===== src/logic/rsv_pkg.sv =====
// Shared constants, types and register map of the reset source and vector logic.
package rsv_pkg;
  localparam int unsigned REG_AW = 8;
  localparam int unsigned REG_DW = 8;
  localparam int unsigned RCS_W = 4;
  localparam int unsigned IRQ_N = 5;
  localparam int unsigned VEC_W = 9;
  localparam int unsigned CNT_W = 16;

  // Register offsets.
  localparam logic [7:0] RCS_OFF = 8'h00;
  localparam logic [7:0] IRQ_EN_OFF = 8'h01;

  // Reset cause field positions and values.
  localparam int unsigned POR_BIT = 0;
  localparam int unsigned EXT_BIT = 1;
  localparam int unsigned BOR_BIT = 2;
  localparam int unsigned WDT_BIT = 3;
  localparam logic [3:0] RCS_RESET = 4'h1;
  localparam logic [3:0] RCS_BASIC_MASK = 4'h3;
  localparam logic [3:0] RCS_EXT_MASK = 4'hf;

  // Interrupt enable register: bit 7 is the global enable, bits 4..0 the sources.
  localparam int unsigned GIE_BIT = 7;
  localparam logic [7:0] IRQ_EN_RESET = 8'h00;
  localparam logic [7:0] IRQ_EN_MASK = 8'h9f;

  // Fuses read 0 when programmed.
  localparam logic FUSE_PROG = 1'b0;
  localparam logic [3:0] CLKSEL_DEFAULT = 4'h2;

  // Watchdog oscillator cycle counts of the real-time delay part.
  localparam logic [15:0] TICKS_SHORT_LOW = 16'h0100;
  localparam logic [15:0] TICKS_SHORT_HIGH = 16'h0400;
  localparam logic [15:0] TICKS_LONG_LOW = 16'h1000;
  localparam logic [15:0] TICKS_LONG_HIGH = 16'h4000;

  // System clock counts of the clock-counting delay part.
  localparam logic [15:0] CK_FEW = 16'h0006;
  localparam logic [15:0] CK_1K = 16'h0400;

  localparam logic [8:0] RESET_VECTOR = 9'h000;

  typedef enum logic [1:0] {
    ST_HOLD = 2'b00,
    ST_TICKS = 2'b01,
    ST_CYCLES = 2'b10,
    ST_RUN = 2'b11
  } seq_state_t;

  typedef enum logic [1:0] {
    RT_NONE = 2'b00,
    RT_SHORT = 2'b01,
    RT_LONG = 2'b10
  } realtime_sel_t;

  typedef enum logic [1:0] {
    CKS_FEW = 2'b00,
    CKS_1K = 2'b01,
    CKS_16K = 2'b10,
    CKS_32K = 2'b11
  } ck_sel_t;

  typedef struct packed {
    realtime_sel_t rt;
    ck_sel_t ck;
  } delay_sel_t;

  typedef struct packed {
    logic [3:0] clock_select;
    logic brownout_enable;
    logic brownout_level;
  } fuse_cfg_t;

  typedef struct packed {
    logic valid;
    logic [8:0] addr;
  } vector_t;
endpackage : rsv_pkg


===== src/logic/bit_sync.sv =====
// Two-stage synchroniser for asynchronous level inputs.
`timescale 1ns/100ps
`default_nettype none
module bit_sync #(
  parameter int unsigned W = 1,
  parameter logic [W-1:0] RST_VAL = '0
) (
  input wire logic clk_in,
  input wire logic rst_in,
  input wire logic [W-1:0] async_in,
  output logic [W-1:0] sync_out
);
  logic [W-1:0] meta_reg;
  logic [W-1:0] sync_reg;

  always_ff @(posedge clk_in or posedge rst_in) begin
    if (rst_in) begin
      meta_reg <= RST_VAL;
      sync_reg <= RST_VAL;
    end else begin
      meta_reg <= async_in;
      sync_reg <= meta_reg;
    end
  end

  assign sync_out = sync_reg;
endmodule : bit_sync
`default_nettype wire


===== src/logic/reset_source_and_vector_logic.sv =====
// Reset source combination, release delay timer, reset cause flags and vector table.
//
// Overview of operation
// Low reset pin resets asynchronously, clock stopped.
// Pin release starts delay timer, then release.
// Brown-out detector acts only with fuse programmed.
// Enabled brown-out asserts reset immediately.
// Brown-out release waits the power-on delay.
// Level fuse picks 1.8V or 2.7V threshold.
// Watchdog pulse one cycle; its end starts timer.
// Basic cause register bits 7..2 read zero.
// Basic pin flag set by pin reset.
// Basic power-on flag set only by power-on.
// Basic flags decode watchdog, pin or power-on.
// Extended cause register bits 7..4 read zero.
// Watchdog flag set; power-on or zero-write clears.
// Brown-out flag set; power-on or zero-write clears.
// Pin flag set; power-on or zero-write clears.
// Power-on flag cleared only by zero write.
// Software reads then clears flags early.
// Four or five interrupt sources, own vectors.
// Interrupt needs own enable and global enable.
// Lowest vector address has highest priority.
// Vector map from reset at zero upward.
// Clock select fuses default to code 0010.
// Real-time delay counts watchdog oscillator cycles.
// Wake from sleep uses clock count only.
// Release only when all sources idle, timer done.
`timescale 1ns/100ps
`default_nettype none
module reset_source_and_vector_logic
  import rsv_pkg::*;
#(
  parameter bit EXTENDED = 1'b1,
  parameter int unsigned WDT_DIV = 25,
  parameter int unsigned CK_16K = 16384,
  parameter int unsigned CK_32K = 32768
) (
  input wire logic mclk_in,
  input wire logic sys_rst_in,
  input wire logic ext_reset_n_in,
  input wire logic brownout_low_in,
  input wire logic wdt_timeout_in,
  input wire logic wake_in,
  input wire rsv_pkg::fuse_cfg_t fuse_in,
  input wire logic [rsv_pkg::IRQ_N-1:0] irq_req_in,
  input wire logic [rsv_pkg::REG_AW-1:0] reg_addr_in,
  input wire logic [rsv_pkg::REG_DW-1:0] reg_wdata_in,
  input wire logic reg_wr_in,
  input wire logic reg_rd_in,
  output logic [rsv_pkg::REG_DW-1:0] reg_rdata_out,
  output logic cpu_rst_out,
  output logic core_stall_out,
  output logic bod_level_high_out,
  output rsv_pkg::vector_t vector_out
);
  import rsv_pkg::*;

  localparam int unsigned NSRC = EXTENDED ? IRQ_N : IRQ_N - 1;
  localparam logic [3:0] RCS_MASK = EXTENDED ? RCS_EXT_MASK : RCS_BASIC_MASK;
  localparam int unsigned DIV_W = $clog2(WDT_DIV + 1);

  if (WDT_DIV < 1 || CK_16K < 1 || CK_16K > 65536 ||
      CK_32K < 1 || CK_32K > 65536) begin : g_bad_param
    $error("divider or cycle count parameter out of range");
  end

  // Pin, enabled brown-out and power-on reset the sequencer without needing a clock edge.
  // The release is not synchronised, so the first state after release is the hold state.
  logic bod_en;
  logic core_arst;
  assign bod_en = (fuse_in.brownout_enable == FUSE_PROG);
  assign core_arst = sys_rst_in | ~ext_reset_n_in | (bod_en & brownout_low_in);

  logic pin_n_s;
  logic bod_low_s;
  bit_sync #(.W(1), .RST_VAL(1'b1)) pin_sync (
    .clk_in(mclk_in),
    .rst_in(sys_rst_in),
    .async_in(ext_reset_n_in),
    .sync_out(pin_n_s)
  );
  bit_sync #(.W(1), .RST_VAL(1'b0)) bod_sync (
    .clk_in(mclk_in),
    .rst_in(sys_rst_in),
    .async_in(brownout_low_in),
    .sync_out(bod_low_s)
  );

  logic pin_low_s;
  logic bod_act_s;
  logic src_active;
  assign pin_low_s = ~pin_n_s;
  assign bod_act_s = bod_en & bod_low_s;
  assign src_active = pin_low_s | bod_act_s | wdt_timeout_in;

  // Fuses are followed live while the core is held, so even the first release after power-on
  // uses the fitted values; they freeze once a delay starts, so a change never alters it.
  fuse_cfg_t fuse_reg;
  fuse_cfg_t fuse_next;
  seq_state_t state_reg;
  seq_state_t state_next;

  always_comb begin
    fuse_next = fuse_reg;
    if (state_reg == ST_HOLD) begin
      fuse_next = fuse_in;
    end
  end

  always_ff @(posedge mclk_in or posedge sys_rst_in) begin
    if (sys_rst_in) begin
      fuse_reg <= '{clock_select: CLKSEL_DEFAULT, brownout_enable: 1'b1, brownout_level: 1'b1};
    end else begin
      fuse_reg <= fuse_next;
    end
  end

  function automatic delay_sel_t delay_decode(input logic [3:0] sel);
    delay_sel_t d;
    d.rt = RT_NONE;
    d.ck = CKS_FEW;
    case (sel)
      4'hf: d = '{rt: RT_NONE, ck: CKS_1K};
      4'he: d = '{rt: RT_SHORT, ck: CKS_1K};
      4'hd: d = '{rt: RT_LONG, ck: CKS_1K};
      4'hc: d = '{rt: RT_NONE, ck: CKS_16K};
      4'hb: d = '{rt: RT_SHORT, ck: CKS_16K};
      4'ha: d = '{rt: RT_LONG, ck: CKS_16K};
      4'h9: d = '{rt: RT_LONG, ck: CKS_1K};
      4'h8: d = '{rt: RT_LONG, ck: CKS_32K};
      4'h6, 4'h3, 4'h0: d = '{rt: RT_SHORT, ck: CKS_FEW};
      4'h5, 4'h2: d = '{rt: RT_LONG, ck: CKS_FEW};
      default: d = '{rt: RT_NONE, ck: CKS_FEW};
    endcase
    return d;
  endfunction : delay_decode

  delay_sel_t dsel;
  logic [CNT_W-1:0] tick_len;
  logic [CNT_W-1:0] ck_len;
  logic level_prog;

  always_comb begin
    dsel = delay_decode(fuse_next.clock_select);
    level_prog = (fuse_next.brownout_level == FUSE_PROG);
    case (dsel.rt)
      RT_SHORT: tick_len = level_prog ? TICKS_SHORT_HIGH : TICKS_SHORT_LOW;
      RT_LONG: tick_len = level_prog ? TICKS_LONG_HIGH : TICKS_LONG_LOW;
      default: tick_len = '0;
    endcase
    case (dsel.ck)
      CKS_1K: ck_len = CK_1K;
      CKS_16K: ck_len = CNT_W'(CK_16K);
      CKS_32K: ck_len = CNT_W'(CK_32K);
      default: ck_len = CK_FEW;
    endcase
  end

  // Divider standing in for the watchdog oscillator: one enable pulse per WDT_DIV clocks.
  logic [DIV_W-1:0] div_reg;
  logic [DIV_W-1:0] div_next;
  logic tick_en;

  always_comb begin
    tick_en = (div_reg == DIV_W'(WDT_DIV - 1));
    div_next = tick_en ? '0 : div_reg + 1'b1;
  end

  always_ff @(posedge mclk_in or posedge sys_rst_in) begin
    if (sys_rst_in) begin
      div_reg <= '0;
    end else begin
      div_reg <= div_next;
    end
  end

  // Release sequencer.
  logic [CNT_W-1:0] cnt_reg;
  logic [CNT_W-1:0] cnt_next;
  logic wake_reg;
  logic wake_next;
  logic cpu_rst_reg;
  logic cpu_rst_next;

  always_comb begin
    state_next = state_reg;
    cnt_next = cnt_reg;
    wake_next = wake_reg;
    if (src_active) begin
      state_next = ST_HOLD;
      wake_next = 1'b0;
    end else begin
      case (state_reg)
        ST_HOLD: begin
          if (tick_len != '0) begin
            state_next = ST_TICKS;
            cnt_next = tick_len - 1'b1;
          end else begin
            state_next = ST_CYCLES;
            cnt_next = ck_len - 1'b1;
          end
        end
        ST_TICKS: begin
          if (tick_en) begin
            if (cnt_reg == '0) begin
              state_next = ST_CYCLES;
              cnt_next = ck_len - 1'b1;
            end else begin
              cnt_next = cnt_reg - 1'b1;
            end
          end
        end
        ST_CYCLES: begin
          if (cnt_reg == '0) begin
            state_next = ST_RUN;
            wake_next = 1'b0;
          end else begin
            cnt_next = cnt_reg - 1'b1;
          end
        end
        ST_RUN: begin
          if (wake_in) begin
            state_next = ST_CYCLES;
            cnt_next = ck_len - 1'b1;
            wake_next = 1'b1;
          end
        end
        default: state_next = ST_HOLD;
      endcase
    end
    cpu_rst_next = !(state_next == ST_RUN || wake_next);
  end

  always_ff @(posedge mclk_in or posedge core_arst) begin
    if (core_arst) begin
      state_reg <= ST_HOLD;
      cnt_reg <= '0;
      wake_reg <= 1'b0;
      cpu_rst_reg <= 1'b1;
    end else begin
      state_reg <= state_next;
      cnt_reg <= cnt_next;
      wake_reg <= wake_next;
      cpu_rst_reg <= cpu_rst_next;
    end
  end

  // Reset cause flags survive every reset except power-on.
  logic [RCS_W-1:0] rcs_reg;
  logic [RCS_W-1:0] rcs_next;
  logic [RCS_W-1:0] rcs_set;
  logic wr_rcs;
  assign wr_rcs = reg_wr_in && (reg_addr_in == RCS_OFF);

  always_comb begin
    rcs_set = '0;
    rcs_set[EXT_BIT] = pin_low_s;
    rcs_set[BOR_BIT] = bod_act_s;
    rcs_set[WDT_BIT] = wdt_timeout_in;
    rcs_next = rcs_reg;
    if (wr_rcs) begin
      rcs_next = rcs_reg & reg_wdata_in[RCS_W-1:0];
    end
    // A source that fires in the clearing cycle still leaves its flag set.
    rcs_next = (rcs_next | rcs_set) & RCS_MASK;
  end

  always_ff @(posedge mclk_in or posedge sys_rst_in) begin
    if (sys_rst_in) begin
      rcs_reg <= RCS_RESET;
    end else begin
      rcs_reg <= rcs_next;
    end
  end

  // Interrupt enables; cleared by power-on, pin and enabled brown-out reset, but not by a watchdog reset.
  logic [REG_DW-1:0] irq_en_reg;
  logic [REG_DW-1:0] irq_en_next;

  always_comb begin
    irq_en_next = irq_en_reg;
    if (reg_wr_in && reg_addr_in == IRQ_EN_OFF) begin
      irq_en_next = reg_wdata_in & IRQ_EN_MASK;
    end
  end

  always_ff @(posedge mclk_in or posedge core_arst) begin
    if (core_arst) begin
      irq_en_reg <= IRQ_EN_RESET;
    end else begin
      irq_en_reg <= irq_en_next;
    end
  end

  // Register read port: data stand only in the cycle after the strobe.
  logic [REG_DW-1:0] rdata_reg;
  logic [REG_DW-1:0] rdata_next;
  logic bod_hi_reg;
  logic bod_hi_next;

  always_comb begin
    rdata_next = '0;
    if (reg_rd_in) begin
      case (reg_addr_in)
        RCS_OFF: rdata_next = {{(REG_DW - RCS_W){1'b0}}, rcs_reg};
        IRQ_EN_OFF: rdata_next = irq_en_reg;
        default: rdata_next = '0;
      endcase
    end
    bod_hi_next = (fuse_reg.brownout_level == FUSE_PROG);
  end

  always_ff @(posedge mclk_in or posedge sys_rst_in) begin
    if (sys_rst_in) begin
      rdata_reg <= '0;
      bod_hi_reg <= 1'b0;
    end else begin
      rdata_reg <= rdata_next;
      bod_hi_reg <= bod_hi_next;
    end
  end

  vector_arbiter #(.N(NSRC)) arbiter (
    .clk_in(mclk_in),
    .rst_in(core_arst),
    .hold_in(cpu_rst_reg),
    .req_in(irq_req_in[NSRC-1:0]),
    .en_in(irq_en_reg[NSRC-1:0]),
    .gie_in(irq_en_reg[GIE_BIT]),
    .vector_out(vector_out)
  );

  assign reg_rdata_out = rdata_reg;
  assign cpu_rst_out = cpu_rst_reg;
  assign core_stall_out = wake_reg;
  assign bod_level_high_out = bod_hi_reg;

  src_hold_a: assert property (@(posedge mclk_in) disable iff (core_arst)
    src_active |=> cpu_rst_out && state_reg == ST_HOLD)
    else $error("reset released while a source was active");

  timer_release_a: assert property (@(posedge mclk_in) disable iff (core_arst)
    (state_reg == ST_CYCLES && cnt_reg == '0 && !src_active) |=> (state_reg == ST_RUN && !cpu_rst_out))
    else $error("processor not released when delay expired");

  wdt_pulse_start_a: assert property (@(posedge mclk_in) disable iff (core_arst)
    (wdt_timeout_in && !pin_low_s && !bod_act_s) ##1 !src_active |=> state_reg != ST_HOLD)
    else $error("delay timer not started after watchdog pulse");

  wake_short_a: assert property (@(posedge mclk_in) disable iff (core_arst)
    (state_reg == ST_RUN && wake_in && !src_active) |=> (core_stall_out && !cpu_rst_out && state_reg == ST_CYCLES && cnt_reg == ck_len - 1'b1))
    else $error("wake did not use the clock-count delay only");

  pin_flag_a: assert property (@(posedge mclk_in) disable iff (sys_rst_in)
    pin_low_s |=> rcs_reg[EXT_BIT])
    else $error("pin reset flag not set");

  wdt_flag_a: assert property (@(posedge mclk_in) disable iff (sys_rst_in)
    wdt_timeout_in |=> rcs_reg[WDT_BIT] == EXTENDED)
    else $error("watchdog flag wrong after watchdog reset");

  bod_gate_a: assert property (@(posedge mclk_in) disable iff (sys_rst_in)
    (!bod_en && !rcs_reg[BOR_BIT] && !(wr_rcs && reg_wdata_in[BOR_BIT])) |=> !rcs_reg[BOR_BIT])
    else $error("brown-out flag set with detector disabled");

  zero_write_a: assert property (@(posedge mclk_in) disable iff (sys_rst_in)
    (wr_rcs && !reg_wdata_in[POR_BIT]) |=> !rcs_reg[POR_BIT])
    else $error("power-on flag not cleared by zero write");

  rsvd_zero_a: assert property (@(posedge mclk_in) disable iff (sys_rst_in)
    $past(reg_rd_in) |-> (reg_rdata_out[REG_DW-1:RCS_W] == '0 || !$past(reg_addr_in == RCS_OFF)) && (EXTENDED || reg_rdata_out[3:2] == 2'b00 || !$past(reg_addr_in == RCS_OFF)))
    else $error("reserved cause bits read non-zero");
endmodule : reset_source_and_vector_logic
`default_nettype wire


===== src/logic/vector_arbiter.sv =====
// Fixed-priority interrupt vector selection; lower vector address wins.
`timescale 1ns/100ps
`default_nettype none
module vector_arbiter
  import rsv_pkg::*;
#(
  parameter int unsigned N = 5
) (
  input wire logic clk_in,
  input wire logic rst_in,
  input wire logic hold_in,
  input wire logic [N-1:0] req_in,
  input wire logic [N-1:0] en_in,
  input wire logic gie_in,
  output rsv_pkg::vector_t vector_out
);
  vector_t vec_reg;
  vector_t vec_next;
  logic [N-1:0] take;

  always_comb begin
    take = req_in & en_in & {N{gie_in}};
    vec_next.valid = 1'b0;
    vec_next.addr = RESET_VECTOR;
    if (hold_in) begin
      vec_next.valid = 1'b1;
    end else begin
      for (int i = N - 1; i >= 0; i--) begin
        if (take[i]) begin
          vec_next.valid = 1'b1;
          vec_next.addr = VEC_W'(i + 1);
        end
      end
    end
  end

  always_ff @(posedge clk_in or posedge rst_in) begin
    if (rst_in) begin
      vec_reg <= '{valid: 1'b1, addr: RESET_VECTOR};
    end else begin
      vec_reg <= vec_next;
    end
  end

  assign vector_out = vec_reg;

  top_prio_a: assert property (@(posedge clk_in) disable iff (rst_in)
    (!hold_in && req_in[0] && en_in[0] && gie_in) |=> (vector_out.addr == 9'h001))
    else $error("highest interrupt did not win");
endmodule : vector_arbiter
`default_nettype wire


===== config.mk =====
export PLATFORM = sky130hd
export DESIGN_NAME = reset_source_and_vector_logic
export DESIGN_NICKNAME = d
export VERILOG_FILES = /design/src/logic/rsv_pkg.sv /design/src/logic/bit_sync.sv /design/src/logic/reset_source_and_vector_logic.sv /design/src/logic/vector_arbiter.sv
export SDC_FILE = /design/constraint.sdc
export NUM_CORES = 1
export LEC_CHECK = 0
export BUFFER_PORTS_ARGS = -buffer_cell sky130_fd_sc_hd__buf_2
export CORE_ASPECT_RATIO = 1.2
export CORE_MARGIN = 2
export CORE_UTILIZATION = 30
export CTS_CLUSTER_DIAMETER = 120
export DETAILED_ROUTE_END_ITERATION = 10
export GPL_TIMING_DRIVEN = 0
export PLACE_DENSITY = 0.52
export SYNTH_ARGS = -nofsm -noshare
export SYNTH_HDL_FRONTEND = slang
export SYNTH_HIERARCHICAL = 1
export SYNTH_SLANG_ARGS = --single-unit

===== constraint.sdc =====
create_clock -name mclk_in -period 8.64 [get_ports mclk_in]
set_input_delay 1.296 -clock mclk_in [delete_from_list [all_inputs] [get_ports mclk_in]]
set_output_delay 1.296 -clock mclk_in [all_outputs]
set_load 0.01 [all_outputs]

==> flow_metrics.py, run 1 <==
metrics = {
    "outcome": {
        "outcome": "finished, final reports clean",
    },
    "route": {
        "num_vias": 2887,
        "routed_wl_mm": 8.284,
        "avgViaCountPerCell": 5.249,
        "drt_iter0_markers": 155,
        "wire_per_inst_um": 15.06,
        "drt_pass1_iterations": 4,
        "drc_errors": 0,
        "final_antenna_net_count": 0,
    },
    "grt": {
        "track_usage_pct": 14.69,
        "grt_remaining_overflow": 0,
        "grt_max_degree": 28,
        "first_global_vias": 2911,
        "grt_antenna_before_repair": 0,
        "grt_pass1_wl_mm": 14.39,
    },
    "job": {
        "cap_violations": 0,
    },
    "layout": {
        "finish.net_count": 464,
        "stdcell_area_mm2": 0.003954,
        "fill_cells": 1138,
        "largest_reg_flops": 16,
        "area_growth_pct": 16.86,
        "layout-drive-gt1-share_pct": 24.16,
        "diodes": 0,
        "final_util_pct": 35.83,
    },
    "sta": {
        "tightest_slew_ns": 0.8402,
        "fin_crit_ns": 5.035,
        "drv_slew": 0,
        "slew_headroom_pct": 43.93,
        "rsz0062_at_grt": "no",
        "hold_violations": 0,
        "skew_ns": 0.01115,
        "max_freq_ghz": 0.1986,
        "finalCritPeriodShare_pct": 58.27,
        "finalSetupViolCount": 0,
        "whs_ns": 0.3615,
        "finalSetupTns_ns": 0,
    },
    "logic_synthesis": {
        "synth_largest_area_cell": "dfrtp_1",
        "synth-edff-count": 0,
        "yosysUniqueCellTypes": 70,
        "synth_top_area_share_pct": 35.50,
        "synth_area_leaders": "dfrtp_1 36%, dfstp_2 5.4%, ha_1 4.4%",
        "ys_ff_latch": 55,
        "synth_flop_cell": "dfrtp_1",
        "netlist_area_mm2": 0.003383,
        "avgSynthCellArea_um2": 9.424,
        "postSynthCellCount": 359,
        "synth_warnings": 6,
        "ys_seq_area_share_pct": 40.94,
        "synthArstFlopShare_pct": 100.0,
    },
    "clocking": {
        "worstSkewPairLatency_ns": 0.30,
        "hold_buffers": 0,
        "cts_tree": "built",
        "numCtsBuffers": 5,
        "cts.sinks": 55,
        "cts_buffer_depth": 2,
        "h-tree-depth": 2,
        "cts_resized": 0,
        "path_clk_slew_ns": 0.08,
        "postCtsSetupRepairBufs": 0,
        "root_buffer": "clkbuf_16",
    },
    "power": {
        "ir_worst_vdd_mv": 0.09520,
        "p_per_area_mw_per_mm2": 229.1,
        "leakagePower_nw": 1.767,
        "total_power_uw": 905.8,
    },
    "worst_setup_path": {
        "required_ns": 8.82,
        "end_kind": "flip-flop",
        "cp-start-kind": "flip-flop",
        "critPathArrivalTime_ns": 5.21,
        "critPathKind": "flip-flop to flip-flop",
        "cp_max_fo": 10,
    },
    "die": {
        "dieArea_mm2": 0.01215,
        "ios": 56,
        "die_w_um": 100.9,
        "start_util_pct": 30.66,
        "die_h_um": 120.3,
        "fp.coreArea_mm2": 0.01104,
        "std_cell_rows": 42,
    },
    "placed_design": {
        "dpl_cell_area_mm2": 0.003796,
        "place.gp.congestion": 0.8030,
        "place.port_buffers": 45,
        "dp_hpwl_mm": 6.261,
    },
    "min_path": {
        "hold_path.class": "flip-flop to flip-flop",
    },
}
final cells by class:
class	count	area [um2]	area share (%)
well taps	132	165.2	4.177
plain buffers	20	116.4	2.943
clock buffers	6	138.9	3.513
flip-flops and latches	55	1385	35.03
inverters	19	71.32	1.804
multi-input cells	271	1834	46.39
repair buffers	45	225.2	5.696
clock inverters	2	17.52	0.4430
cell families (layout without fill, tap and decap cells):
logic type      Yosys count  count (layout)  synth area share [%]
fa+ha+maj                12              12                 4.438
mux                      14              14                 4.660
simple gates            132             132                 21.30
buf+inv                  39              92                 5.547
xor+xnor                  5               5                 1.295
other cells               2               8                0.2220
compound gates          100             100                 21.60
flops                    55              55                 40.94
critical path, cell delays in order (launching register included):
cell      delay, ns
dfrtp_1        0.42
clkbuf_1       0.26
nor2_1         0.53
mux2i_1        0.47
inv_1          0.15
ha_1           0.23
nand2_1        0.06
o21ai_0        0.08
mux2_2         0.28
ha_1           0.31
nor2b_1        0.11
nand2b_1       0.10
ha_1           0.29
nor3b_1        0.41
a21oi_1        0.08
a211o_1        0.38
a311o_2        0.44
nor4_1         0.25
nor3_1         0.07
through the flow:
stage,instances,worst slack (ns)
floorplan,365,4.224
detailed placement,542,3.515
global placement,542,3.604
CTS,550,3.557
global route,550,3.078
finish,550,3.605
placed cells by master (no fill, tap or decap), types with 3 or more instances in the layout:
| cell type | netlist | routed |
|---|---|---|
| buf_2 | 3 | 48 |
| dfrtp_1 | 48 | 48 |
| nor2_1 | 34 | 34 |
| nand2_1 | 31 | 31 |
| a21oi_1 | 22 | 22 |
| inv_1 | 18 | 18 |
| o21ai_0 | 17 | 17 |
| ha_1 | 12 | 12 |
| nor3_1 | 11 | 11 |
| nand2b_1 | 11 | 11 |
| clkbuf_1 | 8 | 8 |
| a22o_1 | 8 | 8 |
| buf_4 | 8 | 8 |
| conb_1 | 2 | 8 |
| nand3_1 | 7 | 7 |
| mux2_2 | 7 | 7 |
| dfstp_2 | 7 | 7 |
| nor4_1 | 6 | 6 |
| a31oi_1 | 6 | 6 |
| a211oi_1 | 6 | 6 |
| mux2i_1 | 5 | 5 |
| clkbuf_16 | 0 | 5 |
| a311o_1 | 4 | 4 |
| a311oi_1 | 4 | 4 |
| nor2b_1 | 3 | 3 |
| and2_1 | 3 | 3 |
| nor3b_1 | 3 | 3 |
| xnor2_1 | 3 | 3 |
| nand4_1 | 3 | 3 |
| a21o_1 | 3 | 3 |
| o221a_2 | 3 | 3 |
| o31ai_1 | 3 | 3 |
cell usage after synthesis (3+ instances only):
library cell / count
nand2_1: 31
inv_1: 18
nand3_1: 7
a22o_1: 8
nor3b_1: 3
a21o_1: 3
dfstp_2: 7
mux2_2: 7
mux2i_1: 5
a21oi_1: 22
clkbuf_1: 8
nand2b_1: 11
a311oi_1: 4
a31oi_1: 6
a211oi_1: 6
buf_4: 8
ha_1: 12
dfrtp_1: 48
o31ai_1: 3
nor3_1: 11
o21ai_0: 17
nor4_1: 6
nor2_1: 34
nor2b_1: 3
nand4_1: 3
and2_1: 3
a311o_1: 4
o221a_2: 3
buf_2: 3
xnor2_1: 3
report_power, final:
group	switching [mW]	internal (mW)	leakage [nW]
Clock	0.101	0.118	0.0779
Sequential	0.0518	0.302	0.672
Combinational	0.193	0.140	1.02
final timing paths:
| kind | start | endpoint | slack (ns) | cells past startpoint |
|---|---|---|---|---|
| worst min register to register | pin_sync/meta_reg | pin_sync/sync_out | 0.36 | 0 |
| worst max-delay path | state_reg[1] | cnt_reg[4] | 3.61 | 18 |
| worst min-delay path | pin_sync/meta_reg | pin_sync/sync_out | 0.36 | 0 |
| worst max register to register | state_reg[1] | cnt_reg[4] | 3.61 | 18 |
| max in group asynchronous | sys_rst_in | arbiter/vector_out[9] | 6.00 | 5 |
| min in group asynchronous | sys_rst_in | bod_sync/meta_reg | 0.85 | 2 |
layer usage:
layer / global-route usage [%] / wire length [um] / vias up
li1: - / - / 1416
met2: 24.54 / 3926 / 72
met4: 5.828 / 218 / 0
met5: 0 / 0 / -
met1: 19.16 / 3833 / 1385
met3: 1.908 / 306 / 14
No activity file was read; power rests on OpenSTA's default activity.
==> inputs of run 2 (changes only) <==
--- a/config.mk
+++ b/config.mk
@@ -5,6 +5,7 @@
 export SDC_FILE = /design/constraint.sdc
 export NUM_CORES = 1
 export LEC_CHECK = 0
+export ABC_AREA = 1
 export BUFFER_PORTS_ARGS = -buffer_cell sky130_fd_sc_hd__buf_2
 export CORE_ASPECT_RATIO = 1.2
 export CORE_MARGIN = 2
@@ -12,7 +13,7 @@
 export CTS_CLUSTER_DIAMETER = 120
 export DETAILED_ROUTE_END_ITERATION = 10
 export GPL_TIMING_DRIVEN = 0
-export PLACE_DENSITY = 0.52
+export PLACE_DENSITY = 0.53
 export SYNTH_ARGS = -nofsm -noshare
 export SYNTH_HDL_FRONTEND = slang
 export SYNTH_HIERARCHICAL = 1
==> constraint.sdc (replaced) <==
create_clock -name mclk_in -period 4.1 [get_ports mclk_in]
set_input_delay 0.615 -clock mclk_in [delete_from_list [all_inputs] [get_ports mclk_in]]
set_output_delay 0.615 -clock mclk_in [all_outputs]
set_load 0.01 [all_outputs]
==> run 2 against run 1 <==
  * Maximum frequency is 38% higher
  * Sequential power rose by 120%
  * Synthesized area increased by 3.7%
  * Final cell count rose by 31%
  * Total power increased to 2.7 times the previous value
  * Worst hold slack worse by 0.19 ns
  * Routed wire length rose by 1.2%
  * Via count up 10%
  * Clock skew shrank 0.0065 ns
  * Critical endpoint is now cnt_reg[3]
  * Die area up 3.5%
  * First-iteration DRC count down 6.5%
==> flow_metrics.py, run 2 <==
metrics = {
    "route": {
        "drt_pass1_iterations": 4,
        "drt_iter0_markers": 145,
        "drc_errors": 0,
        "avgViaCountPerCell": 4.420,
        "wire_per_inst_um": 11.62,
        "final_antenna_net_count": 0,
        "routed_wl_mm": 8.381,
        "num_vias": 3187,
    },
    "power": {
        "pwr-share-clk_pct": 17.3,
        "cellInternalPower_mw": 1.350,
        "leakagePower_nw": 2.268,
        "p_per_area_mw_per_mm2": 604.0,
        "total_power_mw": 2.481,
        "ir_worst_vdd_mv": 0.3389,
        "comb_power_share_pct": 51.4,
        "p_switching_mw": 1.131,
        "seqPwrFrac_pct": 31.3,
        "p_sw_share_pct": 45.59,
    },
    "die": {
        "ios": 56,
        "die_h_um": 122.4,
        "fp.coreArea_mm2": 0.01146,
        "start_util_pct": 30.60,
        "die_w_um": 102.7,
        "std_cell_rows": 43,
        "dieArea_mm2": 0.01257,
    },
    "logic_synthesis": {
        "postSynthCellCount": 505,
        "yosysUniqueCellTypes": 39,
        "synth-edff-count": 0,
        "synth_top_area_share_pct": 34.25,
        "ys_ff_latch": 55,
        "synth_warnings": 6,
        "synth_flop_cell": "dfrtp_1",
        "ys_seq_area_share_pct": 39.49,
        "synthArstFlopShare_pct": 100.0,
        "ys_top_cells_by_count": "140 x nand2_1, 80 x inv_1, 67 x nor2_1",
        "avgSynthCellArea_um2": 6.945,
        "synth_most_common_cell": "nand2_1",
        "netlist_area_mm2": 0.003507,
        "synth_area_leaders": "dfrtp_1 34%, nand2_1 15%, inv_1 8.6%",
        "synth_largest_area_cell": "dfrtp_1",
    },
    "worst_setup_path": {
        "cp_cell_sequence": "inv_2, nand2_2, nand2_1, nand2_2, inv_1, ha_1, or2_2, a31oi_2, ha_1, nor2_1, inv_1, nor2_1, inv_1, ha_1, inv_1, nor2_1, inv_1, nand2_1, nand4_1, a21oi_2, inv_2, nor2_1, nor2_1",
        "critPathKind": "flip-flop to flip-flop",
        "reg2reg_depth": 23,
        "cp_max_fo": 8,
        "critical_path.top_delay_family": "simple AND/OR/NAND/NOR gates",
        "cpMaxStageDelayCell": "dfrtp_2",
        "r2r-end": "cnt_reg[3]",
        "critPathArrivalTime_ns": 3.86,
        "slowest_delay_ns": 0.46,
        "cp-start-kind": "flip-flop",
        "cp_num_buf_inv": 7,
        "required_ns": 4.32,
        "end_kind": "flip-flop",
        "rr_startpoint": "state_reg[0]",
        "r2r_slack_ns": 0.46,
    },
    "grt": {
        "grtUsageMet3_pct": 1.993,
        "grt_pass1_wl_mm": 14.54,
        "grt_antenna_before_repair": 0,
        "grt_max_degree": 27,
        "top_usage_layer": "met2",
        "met2_usage_pct": 25.37,
        "track_usage_pct": 14.45,
        "globalRouteMet1Util_pct": 18.13,
        "grt_remaining_overflow": 0,
        "first_global_vias": 3186,
    },
    "clocking": {
        "cts_tree": "built",
        "hold_buffers": 0,
        "postCtsSetupRepairBufs": 0,
        "root_buffer": "clkbuf_16",
        "worstSkewPairLatency_ns": 0.29,
        "h-tree-depth": 2,
        "path_clk_slew_ns": 0.07,
        "numCtsBuffers": 5,
        "cts_buffer_depth": 2,
        "cts.sinks": 55,
    },
    "sta": {
        "tightest_slew_ns": 1.034,
        "rsz0062_at_grt": "no",
        "skew_ns": 0.004701,
        "fin_crit_ns": 3.636,
        "hold_violations": 0,
        "finalSetupViolCount": 0,
        "drv_slew": 0,
        "finalSetupTns_ns": 0,
        "slew_headroom_pct": 30.98,
        "max_freq_ghz": 0.2750,
        "finalCritPeriodShare_pct": 88.68,
    },
    "layout": {
        "largest_reg_flops": 16,
        "layout-drive-gt1-share_pct": 16.84,
        "fill_cells": 1229,
        "area_growth_pct": 17.12,
        "diodes": 0,
        "final_common_cell": "nand2_1",
        "layout_common_cells": "139 x nand2_1, 80 x inv_1, 67 x nor2_1",
        "finish.net_count": 610,
    },
    "placed_design": {
        "place.gp.congestion": 0.8481,
        "place.port_buffers": 45,
        "dp_hpwl_mm": 6.584,
    },
    "job": {
        "cap_violations": 0,
    },
    "outcome": {
        "outcome": "finished, final reports clean",
    },
    "min_path": {
        "hold_path.class": "input port to asynchronous set/reset pin",
    },
}
[run 2: routing by layer]
| metal | vias up | part of all wire, % |
|---|---|---|
| met1 | 1459 | 46 |
| met4 | 0 | 1.4 |
| li1 | 1676 | - |
| met3 | 7 | 3.0 |
| met5 | - | 0 |
| met2 | 45 | 50 |
[run 2: how the worst max path moves through the flow]
stage,start,to,slack [ns],cells past startpoint
floorplan,state_reg[0],cnt_reg[1],0.94,23
global placement,state_reg[0],cnt_reg[1],0.42,23
detailed placement,state_reg[0],cnt_reg[4],0.31,23
CTS,state_reg[0],cnt_reg[1],0.28,23
global route,state_reg[1],cnt_reg[5],0.05,23
finish,state_reg[0],cnt_reg[3],0.46,23
[run 2: power by group through the flow]
stage | clock (mW) | combinational [mW] | sequential [mW]
floorplan | 0 | 0.990 | 0.762
global placement | 0 | 1.25 | 0.782
detailed placement | 0 | 1.26 | 0.782
CTS | 0.450 | 1.27 | 0.775
global route | 0.467 | 1.51 | 0.798
finish | 0.429 | 1.28 | 0.777
[run 2: final cells by class]
| type | instances | area, um2 | share of cell area [%] |
|---|---|---|---|
| Clock inverter | 2 | 16.27 | 0.3960 |
| Multi-Input combinational cell | 362 | 1762 | 42.89 |
| Inverter | 83 | 311.5 | 7.585 |
| Timing Repair Buffer | 45 | 225.2 | 5.483 |
| Tap cell | 157 | 196.4 | 4.782 |
| Clock buffer | 6 | 128.9 | 3.137 |
| Buffer | 11 | 80.08 | 1.949 |
| Sequential cell | 55 | 1388 | 33.78 |
[run 2: metrics by stage]
stage	utilization (%)	hold slack (ns)	std cells	instance area [um2]	setup WS [ns]
floorplan	-	0.3312	511	3530	0.9426
global placement	34.48	0.3368	713	3951	0.4217
detailed placement	34.48	0.3517	713	3951	0.3102
CTS	35.75	0.1681	721	4096	0.2836
global route	35.84	0.1754	721	4108	0.05245
finish	35.84	0.1764	721	4108	0.4640
[run 2: what timing repair did]
action | in CTS | in global routing
gates resized for setup | 0 | 4
endpoints found under the hold margin | 0 | 0
endpoints found under the setup margin | 0 | 11
[run 2: logic make-up (layout without fill, tap and decap cells)]
logic type	count (synthesis)	after routing	share of synthesized area, %
fa+ha+maj	12	12	4.281
buf+inv	94	147	11.17
flops	55	55	39.49
compound gates	55	55	8.670
xor+xnor	5	5	1.249
other cells	2	8	0.2141
simple gates	282	282	34.93
